==> src/tuc_map.svh <==
// Purpose: register offsets, field positions, reset values and timing counts
// Assumes: included by the counter top and its testbench
// Notes: byte addresses on the register bus
`ifndef TUC_MAP_SVH
`define TUC_MAP_SVH

`define TUC_OFF_CTRL 8'h00
`define TUC_OFF_MODE 8'h04
`define TUC_OFF_STAT 8'h08
`define TUC_OFF_CNT1 8'h10
`define TUC_OFF_CNT2 8'h14
`define TUC_OFF_CNT3 8'h18
`define TUC_OFF_CASC 8'h1c

`define TUC_CTRL_CASC_BIT 0
`define TUC_CTRL_SEL_LSB 1
`define TUC_MODE_STRIDE 4
`define TUC_STAT_STRIDE 2

`define TUC_CTRL_RST 32'h0000_0000
`define TUC_MODE_RST 32'h0000_0000
`define TUC_CNT_RST 16'h0000

`define TUC_CLK_HZ 250000000
`define TUC_REF_HZ 10000000
`define TUC_REF_DIV (`TUC_CLK_HZ / `TUC_REF_HZ)

`define TUC_RESP_OKAY 2'b00
`define TUC_RESP_SLVERR 2'b10

`endif

==> src/tuc_pkg.sv <==
// Purpose: shared types of the triple up/down counter
// Assumes: nothing beyond the map header
// Notes: modes are the eight per-counter operating modes
`default_nettype none
package tuc_pkg;

  typedef enum logic [2:0] {
    TUC_MODE_UPDN = 3'h0,
    TUC_MODE_QA_RISE = 3'h1,
    TUC_MODE_QB_RISE = 3'h2,
    TUC_MODE_QA_BOTH = 3'h3,
    TUC_MODE_QB_BOTH = 3'h4,
    TUC_MODE_Q_ALL = 3'h5,
    TUC_MODE_PWIDTH = 3'h6,
    TUC_MODE_FREQ = 3'h7
  } tuc_mode_t;

  typedef struct packed {
    logic up;
    logic dn;
    logic clr;
    logic cap;
  } tuc_evt_t;

endpackage : tuc_pkg
`default_nettype wire

==> src/tuc_chan_in.sv <==
// Purpose: input stage of one counter channel, turns pins into count events
// Assumes: pins are asynchronous, ref_tick is a one-cycle pulse at 10 MHz
// Notes: two-flop synchronisers, edge detect on the second stage only
`timescale 1ns/10ps
`default_nettype none
module tuc_chan_in (
  // clock and reset
  input wire logic aclk,
  input wire logic aresetn,
  // pins
  input wire logic phase_input_a,
  input wire logic phase_input_b,
  input wire logic channel_reset_input,
  // control
  input wire tuc_pkg::tuc_mode_t mode,
  input wire logic ref_tick,
  // events
  output tuc_pkg::tuc_evt_t evt,
  output logic rst_lvl
);

  logic [2:0] s1_ff;
  logic [2:0] s2_ff;
  logic [1:0] s3_ff;
  logic a, b, a_rise, a_fall, b_rise, b_fall;
  logic qa_up, qa_dn, qb_up, qb_dn, qar_up, qar_dn, qbr_up, qbr_dn;

  // synchronise {reset, b, a}
  always_ff @(posedge aclk) begin
    if (!aresetn) begin
      s1_ff <= 3'h0;
      s2_ff <= 3'h0;
      s3_ff <= 2'h0;
    end else begin
      s1_ff <= {channel_reset_input, phase_input_b, phase_input_a};
      s2_ff <= s1_ff;
      s3_ff <= s2_ff[1:0];
    end
  end

  assign a = s2_ff[0];
  assign b = s2_ff[1];
  assign rst_lvl = s2_ff[2];
  assign a_rise = a & ~s3_ff[0];
  assign a_fall = ~a & s3_ff[0];
  assign b_rise = b & ~s3_ff[1];
  assign b_fall = ~b & s3_ff[1];

  // a leading b counts up
  assign qar_up = a_rise & ~b;
  assign qar_dn = a_rise & b;
  assign qbr_up = b_rise & a;
  assign qbr_dn = b_rise & ~a;
  assign qa_up = qar_up | (a_fall & b);
  assign qa_dn = qar_dn | (a_fall & ~b);
  assign qb_up = qbr_up | (b_fall & ~a);
  assign qb_dn = qbr_dn | (b_fall & a);

  always_comb begin
    evt = '0;
    case (mode)
      tuc_pkg::TUC_MODE_UPDN: begin
        evt.up = b_rise;
        evt.dn = a_rise;
      end
      tuc_pkg::TUC_MODE_QA_RISE: begin
        evt.up = qar_up;
        evt.dn = qar_dn;
      end
      tuc_pkg::TUC_MODE_QB_RISE: begin
        evt.up = qbr_up;
        evt.dn = qbr_dn;
      end
      tuc_pkg::TUC_MODE_QA_BOTH: begin
        evt.up = qa_up;
        evt.dn = qa_dn;
      end
      tuc_pkg::TUC_MODE_QB_BOTH: begin
        evt.up = qb_up;
        evt.dn = qb_dn;
      end
      tuc_pkg::TUC_MODE_Q_ALL: begin
        evt.up = qa_up | qb_up;
        evt.dn = qa_dn | qb_dn;
      end
      tuc_pkg::TUC_MODE_PWIDTH: begin
        evt.up = ~a & ~a_fall & ref_tick & ~b;
        evt.dn = ~a & ~a_fall & ref_tick & b;
        evt.clr = a_fall;
        evt.cap = a_rise;
      end
      tuc_pkg::TUC_MODE_FREQ: begin
        evt.up = a_rise & ~b & ~b_fall;
        evt.clr = b_fall | b_rise;
        evt.cap = b_rise;
      end
      default: begin
        evt = '0;
      end
    endcase
  end

endmodule : tuc_chan_in
`default_nettype wire

==> src/tuc_top.sv <==
// Purpose: three 16-bit up/down counters with flags, behind AXI4-Lite
// Assumes: aclk 250 MHz, pins asynchronous to aclk
// Notes: count registers at CNT1..CNT3, cascade value at CASC
//
// The placing of the registers and the AXI4-Lite register port were chosen for this implementation.
`timescale 1ns/10ps
`default_nettype none
`include "tuc_map.svh"
module tuc_top (
  // clock and reset
  input wire logic aclk,
  input wire logic aresetn,
  // axi4-lite write address
  input wire logic [7:0] s_axi_awaddr,
  input wire logic s_axi_awvalid,
  output logic s_axi_awready,
  // axi4-lite write data
  input wire logic [31:0] s_axi_wdata,
  input wire logic [3:0] s_axi_wstrb,
  input wire logic s_axi_wvalid,
  output logic s_axi_wready,
  // axi4-lite write response
  output logic [1:0] s_axi_bresp,
  output logic s_axi_bvalid,
  input wire logic s_axi_bready,
  // axi4-lite read address
  input wire logic [7:0] s_axi_araddr,
  input wire logic s_axi_arvalid,
  output logic s_axi_arready,
  // axi4-lite read data
  output logic [31:0] s_axi_rdata,
  output logic [1:0] s_axi_rresp,
  output logic s_axi_rvalid,
  input wire logic s_axi_rready,
  // count pins
  input wire logic [2:0] phase_input_a,
  input wire logic [2:0] phase_input_b,
  input wire logic [2:0] channel_reset_input,
  // flag pins
  output logic [2:0] flag_output_o,
  output logic [2:0] flag_output_oe,
  output logic [2:0] front_led
);

  localparam logic [4:0] REF_LAST = 5'(`TUC_REF_DIV - 1);

  // merge write data into an old word by byte strobes
  function automatic logic [31:0] merge32(input logic [31:0] old, input logic [31:0] wd,
                                          input logic [3:0] st);
    logic [31:0] r;
    r = old;
    for (int k = 0; k < 4; k++) begin
      if (st[k]) begin
        r[8*k +: 8] = wd[8*k +: 8];
      end
    end
    return r;
  endfunction : merge32

  // address to counter index, 3 when not a counter
  function automatic logic [1:0] cnt_idx(input logic [7:0] ad);
    logic [1:0] r;
    r = 2'h3;
    if (ad == `TUC_OFF_CNT1) begin
      r = 2'h0;
    end else if (ad == `TUC_OFF_CNT2) begin
      r = 2'h1;
    end else if (ad == `TUC_OFF_CNT3) begin
      r = 2'h2;
    end
    return r;
  endfunction : cnt_idx

  function automatic logic addr_ok(input logic [7:0] ad);
    return (ad == `TUC_OFF_CTRL) || (ad == `TUC_OFF_MODE) || (ad == `TUC_OFF_STAT) ||
           (cnt_idx(ad) != 2'h3) || (ad == `TUC_OFF_CASC);
  endfunction : addr_ok

  logic [31:0] ctrl_ff;
  logic [31:0] mode_ff;
  logic [15:0] cnt_ff [3];
  logic [15:0] hold_ff [3];
  logic [2:0] carry_ff, borrow_ff;
  logic [2:0] flag_sel_q_ff;
  logic [4:0] ref_cnt_ff;
  logic ref_tick;
  logic casc;
  logic [2:0] flag_sel;
  tuc_pkg::tuc_evt_t evt [3];
  logic [2:0] rst_lvl;
  logic [2:0] preset, up_ok, dn_ok, carry_evt, borrow_evt;
  logic [15:0] pre_val;

  // axi state
  logic aw_got_ff, w_got_ff;
  logic [7:0] waddr_ff;
  logic [31:0] wdata_ff;
  logic [3:0] wstrb_ff;
  logic wr_go;
  logic [31:0] nxt_rdata;
  logic [1:0] wr_idx;

  assign casc = ctrl_ff[`TUC_CTRL_CASC_BIT];
  assign flag_sel = ctrl_ff[`TUC_CTRL_SEL_LSB +: 3];

  // 10 MHz reference from aclk
  always_ff @(posedge aclk) begin
    if (!aresetn) begin
      ref_cnt_ff <= 5'h0;
    end else if (ref_cnt_ff == REF_LAST) begin
      ref_cnt_ff <= 5'h0;
    end else begin
      ref_cnt_ff <= ref_cnt_ff + 5'h1;
    end
  end
  assign ref_tick = (ref_cnt_ff == REF_LAST);

  // per-channel input stage, mode chosen per counter
  for (genvar g = 0; g < 3; g++) begin : g_ch
    tuc_chan_in u_in (
      .aclk(aclk),
      .aresetn(aresetn),
      .phase_input_a(phase_input_a[g]),
      .phase_input_b(phase_input_b[g]),
      .channel_reset_input(channel_reset_input[g]),
      .mode(tuc_pkg::tuc_mode_t'(mode_ff[`TUC_MODE_STRIDE*g +: 3])),
      .ref_tick(ref_tick),
      .evt(evt[g]),
      .rst_lvl(rst_lvl[g])
    );
  end

  // axi write channel capture, either order
  assign s_axi_awready = !aw_got_ff && !s_axi_bvalid;
  assign s_axi_wready = !w_got_ff && !s_axi_bvalid;
  assign wr_go = aw_got_ff && w_got_ff && !s_axi_bvalid;
  assign wr_idx = cnt_idx(waddr_ff);

  always_ff @(posedge aclk) begin
    if (!aresetn) begin
      aw_got_ff <= 1'b0;
      waddr_ff <= 8'h0;
    end else if (s_axi_awvalid && s_axi_awready) begin
      aw_got_ff <= 1'b1;
      waddr_ff <= s_axi_awaddr;
    end else if (wr_go) begin
      aw_got_ff <= 1'b0;
    end
  end

  always_ff @(posedge aclk) begin
    if (!aresetn) begin
      w_got_ff <= 1'b0;
      wdata_ff <= 32'h0;
      wstrb_ff <= 4'h0;
    end else if (s_axi_wvalid && s_axi_wready) begin
      w_got_ff <= 1'b1;
      wdata_ff <= s_axi_wdata;
      wstrb_ff <= s_axi_wstrb;
    end else if (wr_go) begin
      w_got_ff <= 1'b0;
    end
  end

  always_ff @(posedge aclk) begin
    if (!aresetn) begin
      s_axi_bvalid <= 1'b0;
      s_axi_bresp <= `TUC_RESP_OKAY;
    end else if (wr_go) begin
      s_axi_bvalid <= 1'b1;
      s_axi_bresp <= addr_ok(waddr_ff) ? `TUC_RESP_OKAY : `TUC_RESP_SLVERR;
    end else if (s_axi_bready) begin
      s_axi_bvalid <= 1'b0;
    end
  end

  // control and mode registers
  always_ff @(posedge aclk) begin
    if (!aresetn) begin
      ctrl_ff <= `TUC_CTRL_RST;
      mode_ff <= `TUC_MODE_RST;
    end else if (wr_go && waddr_ff == `TUC_OFF_CTRL) begin
      ctrl_ff <= merge32(ctrl_ff, wdata_ff, wstrb_ff) & 32'h0000_000f;
    end else if (wr_go && waddr_ff == `TUC_OFF_MODE) begin
      mode_ff <= merge32(mode_ff, wdata_ff, wstrb_ff) & 32'h0000_0777;
    end
  end

  // preset decode, one 16-bit value per counter
  always_comb begin
    preset = 3'h0;
    pre_val = `TUC_CNT_RST;
    if (wr_go && wr_idx != 2'h3) begin
      preset[wr_idx] = 1'b1;
      pre_val = 16'(merge32({16'h0, cnt_ff[wr_idx]}, wdata_ff, wstrb_ff));
    end
  end

  // qualified count events, counter 2 fed by counter 1 when cascaded
  always_comb begin
    logic ovr, s_up, s_dn;
    ovr = 1'b0;
    s_up = 1'b0;
    s_dn = 1'b0;
    up_ok = 3'h0;
    dn_ok = 3'h0;
    carry_evt = 3'h0;
    borrow_evt = 3'h0;
    for (int i = 0; i < 3; i++) begin
      ovr = rst_lvl[i] | preset[i] | evt[i].clr;
      s_up = evt[i].up;
      s_dn = evt[i].dn;
      if (i == 1 && casc) begin
        s_up = carry_evt[0];
        s_dn = borrow_evt[0];
      end
      up_ok[i] = !ovr && s_up;
      dn_ok[i] = !ovr && !s_up && s_dn;
      carry_evt[i] = up_ok[i] && (cnt_ff[i] == 16'hffff);
      borrow_evt[i] = dn_ok[i] && (cnt_ff[i] == 16'h0000);
    end
  end

  // counters
  always_ff @(posedge aclk) begin
    if (!aresetn) begin
      for (int i = 0; i < 3; i++) begin
        cnt_ff[i] <= `TUC_CNT_RST;
      end
    end else begin
      for (int i = 0; i < 3; i++) begin
        if (rst_lvl[i]) begin
          cnt_ff[i] <= `TUC_CNT_RST;
        end else if (preset[i]) begin
          cnt_ff[i] <= pre_val;
        end else if (evt[i].clr) begin
          cnt_ff[i] <= `TUC_CNT_RST;
        end else if (up_ok[i]) begin
          cnt_ff[i] <= cnt_ff[i] + 16'h1;
        end else if (dn_ok[i]) begin
          cnt_ff[i] <= cnt_ff[i] - 16'h1;
        end
      end
    end
  end

  // measured value register for modes 6 and 7
  always_ff @(posedge aclk) begin
    if (!aresetn) begin
      for (int i = 0; i < 3; i++) begin
        hold_ff[i] <= `TUC_CNT_RST;
      end
    end else begin
      for (int i = 0; i < 3; i++) begin
        if (evt[i].cap) begin
          hold_ff[i] <= cnt_ff[i];
        end
      end
    end
  end

  // sticky flags, a new event wins over any clear
  always_ff @(posedge aclk) begin
    if (!aresetn) begin
      carry_ff <= 3'h0;
      borrow_ff <= 3'h0;
    end else begin
      carry_ff <= (carry_ff & ~(borrow_evt | preset)) | carry_evt;
      borrow_ff <= (borrow_ff & ~(carry_evt | preset)) | borrow_evt;
    end
  end

  // flag routing to led and switched output
  always_ff @(posedge aclk) begin
    if (!aresetn) begin
      flag_sel_q_ff <= 3'h0;
    end else begin
      flag_sel_q_ff <= (flag_sel & borrow_ff) | (~flag_sel & carry_ff);
    end
  end
  assign front_led = flag_sel_q_ff;
  assign flag_output_oe = flag_sel_q_ff;
  assign flag_output_o = flag_sel_q_ff;

  // read data
  always_comb begin
    logic [1:0] ri;
    logic [2:0] md;
    ri = cnt_idx(s_axi_araddr);
    md = 3'h0;
    nxt_rdata = 32'h0;
    if (ri != 2'h3) begin
      md = mode_ff[`TUC_MODE_STRIDE*ri +: 3];
      nxt_rdata = {16'h0, (md == tuc_pkg::TUC_MODE_PWIDTH || md == tuc_pkg::TUC_MODE_FREQ) ?
                   hold_ff[ri] : cnt_ff[ri]};
    end else if (s_axi_araddr == `TUC_OFF_CTRL) begin
      nxt_rdata = ctrl_ff;
    end else if (s_axi_araddr == `TUC_OFF_MODE) begin
      nxt_rdata = mode_ff;
    end else if (s_axi_araddr == `TUC_OFF_STAT) begin
      for (int i = 0; i < 3; i++) begin
        nxt_rdata[`TUC_STAT_STRIDE*i +: 2] = {borrow_ff[i], carry_ff[i]};
      end
    end else if (s_axi_araddr == `TUC_OFF_CASC) begin
      nxt_rdata = {cnt_ff[1], cnt_ff[0]};
    end
  end

  assign s_axi_arready = !s_axi_rvalid;

  always_ff @(posedge aclk) begin
    if (!aresetn) begin
      s_axi_rvalid <= 1'b0;
      s_axi_rdata <= 32'h0;
      s_axi_rresp <= `TUC_RESP_OKAY;
    end else if (s_axi_arvalid && s_axi_arready) begin
      s_axi_rvalid <= 1'b1;
      s_axi_rdata <= nxt_rdata;
      s_axi_rresp <= addr_ok(s_axi_araddr) ? `TUC_RESP_OKAY : `TUC_RESP_SLVERR;
    end else if (s_axi_rready) begin
      s_axi_rvalid <= 1'b0;
    end
  end
endmodule : tuc_top
`default_nettype wire
==> config.mk <==
export PLATFORM = sky130hd
export DESIGN_NAME = tuc_top
export DESIGN_NICKNAME = d
export VERILOG_FILES = /design/src/tuc_pkg.sv /design/src/tuc_chan_in.sv /design/src/tuc_top.sv
export VERILOG_INCLUDE_DIRS = /design/src
export SDC_FILE = /design/constraint.sdc
export NUM_CORES = 1
export LEC_CHECK = 0
export BUFFER_PORTS_ARGS = -buffer_cell sky130_fd_sc_hd__buf_2
export CAP_MARGIN = 5
export CORE_UTILIZATION = 42
export CTS_CLUSTER_SIZE = 8
export DETAILED_ROUTE_END_ITERATION = 7
export PLACE_DENSITY = 0.61
export SYNTH_ARGS = -nofsm -noshare
export SYNTH_HDL_FRONTEND = slang
export SYNTH_SLANG_ARGS = --single-unit
==> constraint.sdc <==
create_clock -name aclk -period 8.53 [get_ports aclk]
set_input_delay 0.4265 -clock aclk [delete_from_list [all_inputs] [get_ports aclk]]
set_output_delay 0.4265 -clock aclk [all_outputs]
set_load 0.05 [all_outputs]
==> run_results.csv, run 1 <==
group,metric,value,unit
route,num_vias,11440,
setup_path,end_kind,"flop",
yosys,async_reset_ff_share,0,%
place,port_buffers,97,
yosys,synth_top_family_by_area,"simple AND/OR/NAND/NOR gates",
sta,rsz0062_at_grt,"false",
layout,nFillCells,2866,
floorplanning,num_io_pins,118,
place,gp_congestion,0.9625,
status,status,"finished, final reports clean",
floorplanning,num_rows,63,
clock_network,cts_tree,"done",
hold_path,hold_class,"primary input to flop",
yosys,synth-main-ff-cell,"dfxtp_1",
setup_path,critical_path_arrival,4510,ps
grt,grt_use_total,25.56,%
sta,setup_viol,0,
yosys,syn-cell-area,12600,um2
setup_path,crit_fanout,14,
setup_path,cp-start-kind,"flop",
yosys,synth_top_area_share,22.89,%
clock_network,clock_latency,560,ps
yosys,syn_avg_cell_area,8.420,um2
route,drt_first_iter_violations,1130,
yosys,synth_xor_area_share,3.755,%
yosys,synthTopCellsByArea,"edfxtp_1, dfxtp_1, nand2_1",
sta,worst_pin_slew,1214,ps
sta,period_needed,4226,ps
layout,utilization,47.24,%
grt,grt_overflow,0,
yosys,ys_seq_area_share,41.16,%
setup_path,worstPathRequired,8820,ps
layout,drive_above_1_share,11.76,%
job,max_cap_violations,0,
yosys,yosysWarnings,0,
floorplanning,core,29560,um2
floorplanning,initial_core_util,42.61,%
yosys,synth_compound_area_share,17.37,%
setup_path,critical_path_class,"flop to flop",
sta,max_freq,0.2366,GHz
layout,diodes,0,
route,wl,39150,um
yosys,synth_edf_count,96,
grt,grt_max_degree,54,
clock_network,cts.sinks,211,
clock_network,cts-root-buf,"clkbuf_16",
route,drt-pass1-iter-count,7,
sta,tns,0,ps
place,dp_hpwl,27510,um
grt,antenna_found_initial,1,
yosys,synthMuxAreaShare,3.864,%
sta,fin_skew,25.31,ps
yosys,synth-simple-area-share,26.88,%
grt,grt_pass1_wl,61080,um
route,met3WireLength,3240,um
route,drt-met1-wl,17230,um
route,wl_per_cell,20.48,um
sta,timing.slew.headroom,18.90,%
route,ant_nets,0,
grt,first_global_vias,10530,
floorplanning,die_area,30690,um2
sta,post-route-period-util,49.54,%
layout,syn_to_final_growth,10.86,%
clock_network,post_cts_buffers,0,
floorplanning,die_w,175.2,um
pwr,leakagePower,0.004970,uW
yosys,synthCells,1496,
yosys,synth_largest_area_cell,"edfxtp_1",
yosys,synthAdderAreaFrac,1.490,%
floorplanning,die_y,175.2,um
route,top_layer_used,"met4",
pwr,ir_worst_vdd,0.0001482,V
yosys,yosys_register_bits,211,
yosys,synth_cell_type_count,86,
route,viasPerCell,5.981,
clock_network,cts_max_level,1,
route,drc,0,
clock_network,cts_made_buffers,30,
clock_network,postCtsResizedCells,0,
route,wl_met2,16890,um
sta,drv_slew,0,
clock_network,path_clk_slew,60,ps
pwr,p_per_area,188.8,nW/um2
layout,nets,1585,
clock_network,clock_path_buffers,3,
clock_network,hold_buffers,0,
sta,hold_violations,0,
## critical path: stages (launching register included)
cell	delay (ps)
edfxtp_1	560
ha_1	270
nand3_1	180
nor4_1	770
nand4b_1	240
a2111oi_2	640
nor2_1	180
nor2_1	800
a22o_1	270
a211oi_1	60
## flip-flops by register name, summed over array words and instances, names as in the netlist, 4 cells and up
register         count
s_axi_rdata         32
mode_ff              9
ctrl_ff              4
cnt_ff              48
hold_ff             48
g_ch.u_in.s1_ff      9
g_ch.u_in.s2_ff      9
ref_cnt_ff           5
wdata_ff            16
waddr_ff             8
g_ch.u_in.s3_ff      6
## cells in the final DEF, fill, tap and decap left out, types with 13 or more instances in the layout
master / count
nand2_1: 208
nor2_1: 126
dfxtp_1: 115
buf_2: 97
edfxtp_1: 96
a21oi_1: 92
and2_1: 79
nand3_1: 75
o21ai_0: 66
mux2i_1: 43
nor3_1: 39
xnor2_1: 33
clkbuf_16: 31
o22ai_1: 26
a211oi_1: 25
inv_1: 22
nand4_1: 22
a31oi_1: 22
xor2_1: 21
clkbuf_1: 20
or3_1: 19
ha_1: 15
buf_4: 15
nand2b_1: 14
a221oi_1: 13
## layout make-up
type                            instances  area (um2)  share of cell area [%]
Inverter                               23       86.33                  0.6183
Sequential cell                       211        5185                   37.13
Clock inverter                          1       5.005                 0.03584
Clock buffer                           51       850.8                   6.093
Multi-Input combinational cell       1124        6750                   48.34
Timing Repair Buffer                  112       598.1                   4.283
Tap cell                              390       488.0                   3.495
## cell families after synthesis
family | after synthesis
fa+ha+maj | 15
mux | 48
flops | 211
xor+xnor | 54
simple gates | 674
compound gates | 331
buf+inv | 162
other cells | 1
## metal layers
metal  track usage, %  vias to the layer above
met1            35.51                     5417
met2            39.38                      520
met5                0                        -
met3            3.394                       95
li1                 -                     5404
met4            11.63                        0
## path summary, 6_finish.rpt
check                                           start                    end  slack, ps  cells past startpoint
worst max-delay path                     cnt_ff[0][1]           cnt_ff[1][6]       4300                      9
worst min-delay path                     s_axi_rready           s_axi_rvalid         60                      2
worst max register to register           cnt_ff[0][1]           cnt_ff[1][6]       4300                      9
worst min register to register  g_ch[2].u_in.s1_ff[2]  g_ch[2].u_in.s2_ff[2]        430                      1
## cell usage after synthesis, drive strengths merged (12+ instances only)
library cell,count
o22ai,26
nand2b,14
buf,43
nand2,208
and3,12
a211oi,25
a21oi,93
dfxtp,115
nor3,40
xor2,21
nand3,75
or3,22
nor2,128
inv,23
mux2i,43
and2,81
o21ai,68
a221oi,13
nand4,22
a31oi,23
ha,15
xnor2,33
nor4,13
clkbuf,96
edfxtp,96
## power breakdown
group / internal, uW / switching [uW]
Combinational: 110 / 189
Sequential: 1120 / 110
Clock: 664 / 447
Total: 1890 / 746
## through the flow
step	power [uW]	hold WS, ps	setup WS (ps)	instance area [um2]	std cells
floorplan	1430	411.9	5643	12600	1497
global placement	1531	418.0	4479	13110	1860
detailed placement	1536	420.9	4459	13110	1860
CTS	2644	54.99	4458	13960	1912
global route	2737	71.55	4261	13960	1912
finish	2636	63.51	4304	13960	1912
No activity file was read; power rests on OpenSTA's default activity.
==> inputs of run 2 (changes only) <==
==> constraint.sdc (replaced) <==
create_clock -name aclk -period 4 [get_ports aclk]
set_input_delay 0.2 -clock aclk [delete_from_list [all_inputs] [get_ports aclk]]
set_output_delay 0.2 -clock aclk [all_outputs]
set_load 0.05 [all_outputs]
==> run_results.csv, run 2 (same netlist as run 1, synthesis figures left out) <==
group,metric,value,unit
place,dp_hpwl,28380,um
sta,period_needed,3562,ps
clock_network,clock_path_buffers,3,
grt,antenna_found_initial,0,
pwr,leakagePower,0.005298,uW
route,drt_first_iter_violations,1418,
place,dp_cells,1894,
hold_path,hold_class,"primary input to flop",
layout,nets,1657,
route,viasPerCell,5.941,
grt,grt_pass1_wl,62430,um
sta,max_freq,0.2807,GHz
route,drt-pass1-iter-count,7,
grt,grt_overflow,0,
clock_network,post_cts_buffers,0,
setup_path,worst_r2r_path_depth,11,
grt,grt_use_total,26.07,%
setup_path,critical_path_arrival,3860,ps
clock_network,path_clk_slew,60,ps
route,drc,0,
floorplanning,die_w,175.2,um
clock_network,cts-root-buf,"clkbuf_16",
layout,final_common_cell,"nand2_1",
clock_network,postCtsResizedCells,0,
sta,hold_violations,0,
layout,diodes,0,
floorplanning,die_y,175.2,um
place,placed_area,13360,um2
setup_path,cp-start-kind,"flop",
place,dp_slack,490.6,ps
sta,post-route-period-util,89.05,%
setup_path,end_kind,"flop",
setup_path,worstPathRequired,4300,ps
layout,final_cells,1981,
clock_network,cts_max_level,1,
sta,setup_slack,437.9,ps
clock_network,clock_latency,550,ps
sta,setup_viol,0,
job,max_cap_violations,0,
clock_network,hold_buffers,38,
floorplanning,num_io_pins,118,
setup_path,critical_path_class,"flop to flop",
floorplanning,num_rows,63,
sta,rsz0062_at_grt,"false",
sta,worst_pin_slew,819.5,ps
floorplanning,initial_core_util,42.61,%
route,ant_nets,0,
clock_network,cts_made_buffers,30,
layout,syn_to_final_growth,15.88,%
hold_path,hold_depth,3,
sta,drv_slew,0,
grt,grt_max_degree,61,
clock_network,cts_tree,"done",
setup_path,worst-r2r-setup-slack,440,ps
layout,fin_area,14600,um2
sta,fin_skew,17.58,ps
sta,timing.slew.headroom,44.94,%
layout,reg_top3,"cnt_ff (48), hold_ff (48), s_axi_rdata (32)",
sta,tns,0,ps
layout,drive_above_1_share,13.39,%
route,wl_per_cell,20.39,um
sta,whs,152.1,ps
setup_path,crit_fanout,7,
route,num_vias,11770,
floorplanning,core,29560,um2
pwr,ir_worst_vdd,0.0003227,V
place,gp_congestion,0.9292,
layout,final_cell_mix,"nand2_1, nor2_1, dfxtp_1",
clock_network,cts.sinks,211,
place,port_buffers,97,
status,status,"finished, final reports clean",
route,wl,40390,um
floorplanning,die_area,30690,um2
grt,first_global_vias,10870,
pwr,p_per_area,388.5,nW/um2
[run 2: power breakdown]
| part | switching, uW | total (uW) | internal [uW] | leakage (uW) |
|---|---|---|---|---|
| Combinational | 466 | 745 | 279 | 0.00294 |
| Clock | 936 | 2360 | 1420 | 0.000409 |
| Sequential | 187 | 2570 | 2380 | 0.00195 |
| Total | 1590 | 5670 | 4080 | 0.00530 |
[run 2: layout make-up]
cell class,instances,area [um2]
Fill cell,2837,14960
Clock buffer,49,853.3
Timing Repair Buffer,184,1234
Tap cell,390,488.0
Inverter,23,86.33
Multi-Input combinational cell,1124,6750
Sequential cell,211,5185
[run 2: worst paths after layout]
check | endpoint | startpoint
setup / recovery | cnt_ff[1][11] | cnt_ff[0][0]
hold / removal | aw_got_ff | s_axi_awvalid
hold reg to reg | g_ch[1].u_in.s2_ff[1] | g_ch[1].u_in.s1_ff[1]
setup reg to reg | cnt_ff[1][11] | cnt_ff[0][0]
[run 2: metal layers]
layer	track usage, %	wire length [um]
met4	8.696	1249
met3	4.265	3579
met2	41.40	18290
met5	0	0
met1	35.90	17280
[run 2: metrics by stage]
| stage | power, uW | utilization (%) |
|---|---|---|
| after floorplan | 3050 | - |
| after global placement | 3292 | 45.21 |
| after detailed placement | 3305 | 45.21 |
| after CTS | 5696 | 49.38 |
| after global routing | 5869 | 49.38 |
| final | 5670 | 49.38 |
[run 2: critical path, stage by stage, from the launching register on]
cell and delay, ps:
edfxtp_1 500, inv_1 190, ha_1 210, or3b_1 450
nor2_2 200, nand3_1 170, a2111oi_4 240, a21oi_2 170
nor3_1 700, buf_4 260, a311o_1 160, nor3_1 50
